## src/logic/shp_regs.svh

```systemverilog
// Constants of the SRAM-style host port: address map, reset values, timing
`ifndef SHP_REGS_SVH
`define SHP_REGS_SVH

// Word addresses on the 7-bit port (A[7:1])
`define SHP_ADDR_RX_DATA    7'h00
`define SHP_ADDR_TX_DATA    7'h10
`define SHP_ADDR_BYTE_TEST  7'h32
`define SHP_ADDR_IRQ_CFG    7'h2c
`define SHP_ADDR_INT_STS    7'h2e
`define SHP_ADDR_INT_EN     7'h2d

// Field positions inside the interrupt configuration word
`define SHP_IRQ_CFG_TYPE    0
`define SHP_IRQ_CFG_POL     4
`define SHP_IRQ_CFG_EN      8

// Reset values
`define SHP_BYTE_TEST_VAL   32'h87654321
`define SHP_IRQ_CFG_RST     32'h00000000
`define SHP_INT_EN_RST      32'h00000000

// FIFO-select window: address bits kept below A[3]
`define SHP_FIFO_ADDR_BITS  2
`define SHP_FIFO_TX_BIT     1

// Read data latency, in reference clocks after strobe seen
`define SHP_RD_LATENCY      1

// Clocks after reset release before the width strap is taken
`define SHP_STRAP_SETTLE    2'h2

`endif

```

## src/logic/shp_pkg.sv

```systemverilog
// Types shared by the SRAM-style host port modules
package shp_pkg;

   typedef enum logic [1:0] {
      SHP_TGT_REG,
      SHP_TGT_RXF,
      SHP_TGT_TXF,
      SHP_TGT_NONE
   } shp_target_t;

   typedef struct packed {
      logic        cs;
      logic        rd;
      logic        wr;
      logic        fifo_sel;
      logic [6:0]  addr;
      logic [31:0] data;
   } shp_pins_t;

   typedef struct packed {
      logic        valid;
      logic        write;
      shp_target_t target;
      logic [6:0]  addr;
      logic [31:0] data;
   } shp_access_t;

endpackage

```

## src/logic/shp_sync.sv

```systemverilog
// Two-stage synchroniser for a bundle of host pin levels
`timescale 1ns/10ps

module shp_sync #(
   parameter int WIDTH = 1
) (
   input  wire logic             ref_clk, // Reference clock
   input  wire logic             rst,     // Async reset, active high
   input  wire logic [WIDTH-1:0] d_in,    // Asynchronous levels
   output logic      [WIDTH-1:0] d_out    // Synchronised levels
);

   logic [WIDTH-1:0] meta_reg;
   logic [WIDTH-1:0] sync_reg;

   always_ff @(posedge ref_clk or posedge rst) begin
      if (rst) begin
         meta_reg <= '0;
         sync_reg <= '0;
      end else begin
         meta_reg <= d_in;
         sync_reg <= meta_reg;
      end
   end

   assign d_out = sync_reg;

endmodule

```

## src/logic/shp_width.sv

```systemverilog
// Pairs 16-bit halves into 32-bit words and splits words on reads
`timescale 1ns/10ps
`include "shp_regs.svh"

module shp_width (
   input  wire logic        ref_clk,    // Reference clock
   input  wire logic        rst,        // Async reset, active high
   input  wire logic        mode32,     // Latched bus width, 1 = 32-bit
   input  wire logic        swap,       // Byte order swap for big-endian hosts
   input  wire logic        wr_stb,     // One-cycle write event
   input  wire logic        half_sel,   // Address bit A[1]: upper half
   input  wire logic [31:0] wr_pins,    // Synchronised data lines
   input  wire logic [31:0] rd_word,    // Internal word being read
   output logic             word_valid, // Full internal word assembled
   output logic      [31:0] word_data,  // Assembled internal word
   output logic      [31:0] rd_pins     // Data for the pins
);

   logic [15:0] low_reg;
   logic [31:0] wr_word;
   logic [31:0] rd_ord;

   function automatic logic [31:0] order(input logic [31:0] w, input logic s);
      order = s ? {w[7:0], w[15:8], w[23:16], w[31:24]} : w;
   endfunction

   // Low half is held until the upper half completes the word
   always_ff @(posedge ref_clk or posedge rst) begin
      if (rst) begin
         low_reg <= 16'h0000;
      end else if (wr_stb && !mode32 && !half_sel) begin
         low_reg <= wr_pins[15:0];
      end
   end

   assign wr_word    = mode32 ? wr_pins : {wr_pins[15:0], low_reg};
   assign word_valid = wr_stb && (mode32 || half_sel);
   assign word_data  = order(wr_word, swap);
   assign rd_ord     = order(rd_word, swap);
   assign rd_pins    = mode32 ? rd_ord :
                       {16'h0000, half_sel ? rd_ord[31:16] : rd_ord[15:0]};

endmodule

```

## src/logic/shp_top.sv

```systemverilog
// SRAM-style host port: pin decode, width strap, wake, data FIFO ports and irq pin
`timescale 1ns/10ps
`include "shp_regs.svh"

module shp_top #(
   parameter int NSRC = 8
) (
   input  wire logic            ref_clk,         // 25 MHz reference clock
   input  wire logic            rst,             // Async reset, active high
   input  wire logic            chip_select_n,   // Chip select pin, low active
   input  wire logic            read_strobe_n,   // Read strobe pin, low active
   input  wire logic            write_strobe_n,  // Write strobe pin, low active
   input  wire logic            fifo_sel,        // FIFO select pin
   input  wire logic [6:0]      addr,            // Word address A[7:1]
   input  wire logic [31:0]     data_in,         // Data lines as seen at the pins
   output logic      [31:0]     data_out,        // Data lines driven value
   output logic      [31:0]     data_oe,         // Data line enables, high drives
   output logic                 pulldown_hi_en,  // Upper data pull-downs enabled
   input  wire logic            bus_width_strap, // Width strap pin
   input  wire logic            low_power,       // Device is in reduced power
   output logic                 wake_req,        // One-cycle wake request
   output logic                 mode32,          // Latched bus width
   input  wire logic [31:0]     rx_word,         // Receive FIFO head word
   output logic                 rx_pop,          // One-cycle receive FIFO pop
   output logic                 tx_push,         // One-cycle transmit FIFO push
   output logic      [31:0]     tx_word,         // Transmit FIFO word
   output logic                 reg_wr,          // One-cycle register write
   output logic                 reg_rd,          // One-cycle register read
   output logic      [6:0]      reg_addr,        // Register word address
   output logic      [31:0]     reg_wdata,       // Register write word
   input  wire logic [31:0]     reg_rdata,       // Register read word
   input  wire logic [NSRC-1:0] irq_sources,     // Interrupt event levels
   output logic                 irq_out,         // Interrupt pin value
   output logic                 irq_oe,          // Interrupt pin enable
   output logic                 writes_armed     // A first read has unlocked writes
);

   // ****************************************
   // Pin synchronisation
   // ****************************************
   shp_pkg::shp_pins_t pins_raw;
   shp_pkg::shp_pins_t pins_s;

   assign pins_raw = '{cs: ~chip_select_n, rd: ~read_strobe_n, wr: ~write_strobe_n,
                       fifo_sel: fifo_sel, addr: addr, data: data_in};

   shp_sync #(.WIDTH($bits(shp_pkg::shp_pins_t))) u_pins (
      .ref_clk (ref_clk),
      .rst     (rst),
      .d_in    (pins_raw),
      .d_out   (pins_s)
   );

   logic strap_s;

   shp_sync #(.WIDTH(1)) u_strap (
      .ref_clk (ref_clk),
      .rst     (rst),
      .d_in    (bus_width_strap),
      .d_out   (strap_s)
   );

   // ****************************************
   // Strobe qualification and decode
   // ****************************************
   logic        rd_q_reg;
   logic        wr_q_reg;
   logic        rd_act;
   logic        wr_act;
   logic        rd_rise;
   logic        wr_fall;
   logic [6:0]  eff_addr;
   shp_pkg::shp_target_t tgt;

   assign rd_act = pins_s.cs && pins_s.rd;
   assign wr_act = pins_s.cs && pins_s.wr;
   assign rd_rise = rd_act && !rd_q_reg;
   // Write data is taken at strobe release, when the host data is settled
   assign wr_fall = !wr_act && wr_q_reg;

   function automatic shp_pkg::shp_target_t decode(input logic [6:0] a, input logic fs);
      if (fs) begin
         decode = a[`SHP_FIFO_TX_BIT] ? shp_pkg::SHP_TGT_TXF : shp_pkg::SHP_TGT_RXF;
      end else if (a[6:3] == 4'(`SHP_ADDR_RX_DATA >> 3)) begin
         decode = shp_pkg::SHP_TGT_RXF;
      end else if (a[6:3] == 4'(`SHP_ADDR_TX_DATA >> 3)) begin
         decode = shp_pkg::SHP_TGT_TXF;
      end else begin
         decode = shp_pkg::SHP_TGT_REG;
      end
   endfunction

   // FIFO select masks the upper address bits entirely
   assign eff_addr = pins_s.fifo_sel ?
                     {5'h00, pins_s.addr[`SHP_FIFO_ADDR_BITS-1:0]} : pins_s.addr;
   assign tgt      = decode(eff_addr, pins_s.fifo_sel);

   // Target flags: is_rxf and is_reg feed the read mux, all three feed the pulses
   logic is_rxf;
   logic is_txf;
   logic is_reg;

   assign is_rxf = (tgt == shp_pkg::SHP_TGT_RXF);
   assign is_txf = (tgt == shp_pkg::SHP_TGT_TXF);
   assign is_reg = (tgt == shp_pkg::SHP_TGT_REG);

   // ****************************************
   // Strap latch and write arming
   // ****************************************
   logic       strap_done_reg;
   logic       mode32_reg;
   logic       armed_reg;
   logic [1:0] strap_age_reg;

   // Synchroniser restarts from zero, so the strap is taken once it has refilled
   always_ff @(posedge ref_clk or posedge rst) begin
      if (rst) begin
         strap_age_reg  <= 2'h0;
         strap_done_reg <= 1'b0;
         mode32_reg     <= 1'b0;
      end else if (!strap_done_reg) begin
         if (strap_age_reg == `SHP_STRAP_SETTLE) begin
            strap_done_reg <= 1'b1;
            mode32_reg     <= strap_s;
         end else begin
            strap_age_reg <= strap_age_reg + 2'h1;
         end
      end
   end

   // Writes before the first read are dropped; low power re-locks them
   always_ff @(posedge ref_clk or posedge rst) begin
      if (rst) begin
         armed_reg <= 1'b0;
      end else if (rd_rise) begin
         armed_reg <= 1'b1;
      end else if (low_power) begin
         armed_reg <= 1'b0;
      end
   end

   // ****************************************
   // Width conversion
   // ****************************************
   logic        word_valid;
   logic [31:0] word_data;
   logic [31:0] rd_pins;
   logic [31:0] rd_word;
   logic        swap_reg;

   assign rd_word = is_rxf ? rx_word :
                    is_reg ? reg_rdata : 32'h00000000;

   shp_width u_width (
      .ref_clk    (ref_clk),
      .rst        (rst),
      .mode32     (mode32_reg),
      .swap       (swap_reg),
      .wr_stb     (wr_fall && armed_reg),
      .half_sel   (eff_addr[0]),
      .wr_pins    (pins_s.data),
      .rd_word    (rd_word),
      .word_valid (word_valid),
      .word_data  (word_data),
      .rd_pins    (rd_pins)
   );

   // ****************************************
   // Byte order and interrupt configuration
   // ****************************************
   logic [31:0]     irq_cfg_reg;
   logic [NSRC-1:0] int_en_reg;
   logic            cfg_wr;
   logic            irq_req;
   logic            irq_level;

   assign cfg_wr = word_valid && is_reg;

   // A 32-bit host seeing swapped test pattern writes it back to flip order
   always_ff @(posedge ref_clk or posedge rst) begin
      if (rst) begin
         swap_reg    <= 1'b0;
         irq_cfg_reg <= `SHP_IRQ_CFG_RST;
         int_en_reg  <= NSRC'(`SHP_INT_EN_RST);
      end else if (cfg_wr) begin
         if (eff_addr == `SHP_ADDR_BYTE_TEST) begin
            swap_reg <= (word_data != `SHP_BYTE_TEST_VAL) ? ~swap_reg : swap_reg;
         end
         if (eff_addr == `SHP_ADDR_IRQ_CFG) begin
            irq_cfg_reg <= word_data;
         end
         if (eff_addr == `SHP_ADDR_INT_EN) begin
            int_en_reg <= word_data[NSRC-1:0];
         end
      end
   end

   assign irq_req   = |(irq_sources & int_en_reg) && irq_cfg_reg[`SHP_IRQ_CFG_EN];
   assign irq_level = irq_req ~^ irq_cfg_reg[`SHP_IRQ_CFG_POL];

   // ****************************************
   // Output registers
   // ****************************************
   logic [31:0] oe_width;
   logic [31:0] drive_oe;
   logic        last_half;
   logic        wake_next;
   logic        rx_pop_next;
   logic        tx_push_next;
   logic        reg_rd_next;
   logic        irq_oe_next;

   // Upper lines stay released in 16-bit mode
   assign oe_width     = mode32_reg ? 32'hffffffff : 32'h0000ffff;
   assign drive_oe     = rd_act ? oe_width : 32'h00000000;
   // A 16-bit host completes a word with its upper half
   assign last_half    = mode32_reg || eff_addr[0];
   assign wake_next    = low_power && wr_act && !wr_q_reg;
   // Pop at the start of the last half's read so both halves read the same word
   assign rx_pop_next  = rd_rise && is_rxf && last_half;
   assign tx_push_next = word_valid && is_txf;
   assign reg_rd_next  = rd_rise && is_reg;
   // Open-drain drives only the active-low level
   assign irq_oe_next  = irq_cfg_reg[`SHP_IRQ_CFG_TYPE] || (irq_level == 1'b0);

   // ****************************************
   // Strobe history, read data and width pin registers
   // ****************************************
   always_ff @(posedge ref_clk or posedge rst) begin
      if (rst) begin
         rd_q_reg       <= 1'b0;
         wr_q_reg       <= 1'b0;
         data_out       <= 32'h00000000;
         data_oe        <= 32'h00000000;
         pulldown_hi_en <= 1'b1;
         mode32         <= 1'b0;
      end else begin
         rd_q_reg       <= rd_act;
         wr_q_reg       <= wr_act;
         data_out       <= rd_pins;
         data_oe        <= drive_oe;
         pulldown_hi_en <= !mode32_reg;
         mode32         <= mode32_reg;
      end
   end

   // ****************************************
   // Access pulses
   // ****************************************
   // Address and data follow every clock; only the pulses qualify them
   always_ff @(posedge ref_clk or posedge rst) begin
      if (rst) begin
         wake_req     <= 1'b0;
         rx_pop       <= 1'b0;
         tx_push      <= 1'b0;
         tx_word      <= 32'h00000000;
         reg_wr       <= 1'b0;
         reg_rd       <= 1'b0;
         reg_addr     <= 7'h00;
         reg_wdata    <= 32'h00000000;
         writes_armed <= 1'b0;
      end else begin
         wake_req     <= wake_next;
         rx_pop       <= rx_pop_next;
         tx_push      <= tx_push_next;
         tx_word      <= word_data;
         reg_wr       <= cfg_wr;
         reg_rd       <= reg_rd_next;
         reg_addr     <= eff_addr;
         reg_wdata    <= word_data;
         writes_armed <= armed_reg;
      end
   end

   // ****************************************
   // Interrupt pin
   // ****************************************
   always_ff @(posedge ref_clk or posedge rst) begin
      if (rst) begin
         irq_out <= 1'b0;
         irq_oe  <= 1'b0;
      end else begin
         irq_out <= irq_level;
         irq_oe  <= irq_oe_next;
      end
   end

endmodule

```

## config.mk

```make
export PLATFORM = sky130hd
export DESIGN_NAME = shp_top
export DESIGN_NICKNAME = d
export VERILOG_FILES = /design/src/logic/shp_pkg.sv /design/src/logic/shp_sync.sv /design/src/logic/shp_width.sv /design/src/logic/shp_top.sv
export VERILOG_INCLUDE_DIRS = /design/src /design/src/logic
export SDC_FILE = /design/constraint.sdc
export NUM_CORES = 1
export LEC_CHECK = 0
export BUFFER_PORTS_ARGS = -buffer_cell sky130_fd_sc_hd__buf_4
export CAP_MARGIN = 10
export CORE_MARGIN = 10
export CORE_UTILIZATION = 55
export DETAILED_ROUTE_END_ITERATION = 10
export PLACE_DENSITY = 0.85
export SLEW_MARGIN = 20
export SYNTH_ARGS = -nofsm -noshare
export SYNTH_HDL_FRONTEND = slang
export SYNTH_SLANG_ARGS = --single-unit
export TNS_END_PERCENT = 100
```

## constraint.sdc

```tcl
create_clock -name ref_clk -period 10.2 [get_ports ref_clk]
set_input_delay 2.04 -clock ref_clk [delete_from_list [all_inputs] [get_ports ref_clk]]
set_output_delay 2.04 -clock ref_clk [all_outputs]
set_load 0.01 [all_outputs]
```

==> impl_results.md <==
* Antenna cell count at 0
* GR Util All Layers at about a fifth
* CP Launch Point: data_oe[15]
* Detailed-route wire length at 20600 µm
* Setup TNS at 0 ns
* Fill count at 954
* Final setup skew at ~0.0083 ns
* Synthesized flop and latch total at 205
* Die width at 141 µm
* Reg2reg path depth at 5
* DRC viols at 0
* Post-Syn Nets at roughly 640
* Largest net degree at the start of global routing at 119
* Synth unique cells at 39
* Slowest CP cell: dfrtp_1
* Post-synth EDFFs at 0
* Top cells by count, synth: 204 x dfrtp_1, 64 x buf_4, 43 x mux2_2, 37 x a22oi_1, 32 x mux2i_1
* Most frequent cell after synthesis: dfrtp_1
* Sequential fraction of the synthesis area at a little over three fifths
* Initial antenna violation count at 0
* Vias at 4971
* Num ports at around 260
* Pwr dens at between 150 and 200 nW/µm²
* First-pass GRT wire length at approximately 32000 µm
* Outcome: finished clean
* WP buf/inv at 1
* Port Buf Inserts at 263
* Design Area, Final at about 10000 µm²
* CTS tree: done
* Max Fclk at approximately 300 MHz
* # rows at 44
* Worst Path Arrival at between 1 and 1.5 ns
* Max-cap violations at 0
* FFs w/ async S/R, synth at 100%
* Area leader, netlist: dfrtp_1
* Cell count after synthesis at about 520
* CP Depth at 1
* Nets at about 840
* WS Path Type: flip-flop to output port
* Core ar. at roughly 14000 µm²
* Final Cycle Share at between 30% and 40%
* CP startpoint kind: flip-flop
* Post-CTS setup buffers at 0
* Vias in the first global route at ~5700
* Synth top area share at between 60% and 70%
* Via density at ~5.4
* Chip height at between 100 and 150 µm
* Critical path's top delay family: flip-flops
* Ys flop type: dfrtp_1
* DR iter-0 viols at 302
* Cts-stage hold buffer count at 0
* Congestion Overflow GR at 0
* Final hold violation count at 0
* Worst Path Max Fanout at 19
* Hold Path Class: flip-flop to flip-flop
* Multi-input logic area at about 2300 µm²
* Synth Area per Inst at 15.7 µm²
* Final Max Tran Viols at 0
* Root Buffer: clkbuf_16
* Hold Path Origin: u_pins.meta_reg[40]
* CTS clk-pin slew, worst paths at 0.06 ns
* H-tree depth at 1
* Unrepaired setup endpoints after global routing: no
* Antenna-violating nets left at 0
* Hold Path Stages at 0
* Avg WL per Cell at about 22 µm
* Least-Margin Pin Slew at slightly above 1 ns
* Period minus WS final at between 3 and 4 ns
* Resized Gates After CTS at 0
* Leak at approximately 4.9 nW
* Clk buf depth at 3
* Clock sink count at between 200 and 250
* Worst path required time at 8.16 ns
* Pre-antenna DRT Iters at 5
* Crit-path cells: buf_4
* Endpoints failing setup at 0
* Final GP Congestion at 0.906
* Max IR drop VDD at ~0.00011 V
* CP peak stage delay at between 0.6 and 0.7 ns
* Cts bufs inserted at 20
* Die area at 20000 µm²
* Worst r2r src: swap_reg
* Area delta synth->final at 28.4%
* Initial Util at about 56%
* Placed wire-length estimate at 15000 µm
* Yosys warns at 0
* Synthesized area at between 8000 and 9000 µm²
* Clk_lat worst skew at about 0.47 ns
* FF/Latch Area at a little over 5000 µm²
* Crit path capture type: output port
* Post-place instance area at between 9000 and 10000 µm²
* Slew HR at 30.7%
* Ratio of cells with drive above 1 in the final layout at 50.7%
* Top post-synthesis cells by area: dfrtp_1 63%, mux2_2 6.0%, buf_4 5.9%, mux4_2 5.3%, mux4_1 4.2%
## cell type report
cell class | count | area share (%)
Sequential cell | 205 | 49.3
Multi-Input combinational cell | 214 | 22.6
Timing Repair Buffer | 266 | 19.3
Clock buffer | 32 | 5.92
Tap cell | 184 | 2.21
Inverter | 11 | 0.469
Clock inverter | 4 | 0.252
## placed cells by master (no fill, tap or decap), types with 2 or more instances in the layout
master	instances
nor2b_1	5
a22oi_1	37
nor3_1	2
nor4b_1	3
clkinv_2	2
clkbuf_1	6
mux2i_1	32
nand2_1	7
buf_6	2
nor4b_2	3
clkbuf_16	21
and2_1	17
and4b_1	3
nand4_1	3
nor4_1	4
xnor2_1	2
clkbuf_8	5
mux4_1	13
mux4_2	19
buf_4	264
nor2_1	6
dfrtp_1	202
inv_1	10
mux2_2	43
## report_power, final
group / internal, mW / leakage [nW] / switching (mW)
combinational: 0.146 / 2.13 / 0.121
clock: 0.415 / 0.314 / 0.287
sequential: 0.876 / 2.50 / 0.0420
## path summary, 6_finish.rpt
| check | slack [ns] | to |
|---|---|---|
| max | 6.82 | data_oe[2] |
| max reg2reg | 7.12 | swap_reg |
| max in group asynchronous | 7.17 | swap_reg |
| min in group asynchronous | 1.69 | u_pins.meta_reg[23] |
| min reg2reg | 0.35 | u_pins.d_out[40] |
| min | 0.35 | u_pins.d_out[40] |
## layer usage
metal / up-vias / global-route usage, % / wire length [µm]
li1: 2197 / - / -
met1: 2546 / 22.4 / 7460
met2: 189 / 35.4 / 11000
met3: 39 / 5.07 / 1480
met4: 0 / 6.72 / 595
met5: - / 0 / 0
## metrics by stage
stage               std cells  util, %  power, mW  worst slack, ns  hold WS, ns
floorplan                 518        -       1.07             2.57        0.331
global placement          879     67.3       1.19             6.30        0.333
detailed placement        879     67.3       1.20             6.22        0.335
CTS                       915     71.8       1.90             6.71        0.345
global route              916     71.9       1.96             6.72        0.355
finish                    916     71.9       1.89             6.82        0.346
## cell families (layout without fill, tap and decap cells)
logic type | Yosys count | count (layout) | synth area share [%]
muxes | 107 | 107 | 19.4
and+or+nand+nor | 60 | 60 | 4.83
xor gates and xnor gates | 3 | 3 | 0.324
AOI/OAI and AO/OA | 43 | 43 | 4.03
adders and majority gates | 1 | 1 | 0.154
buffers and inverters | 99 | 313 | 7.98
DFF | 205 | 205 | 63.3
No activity file was read; power rests on OpenSTA's default activity.
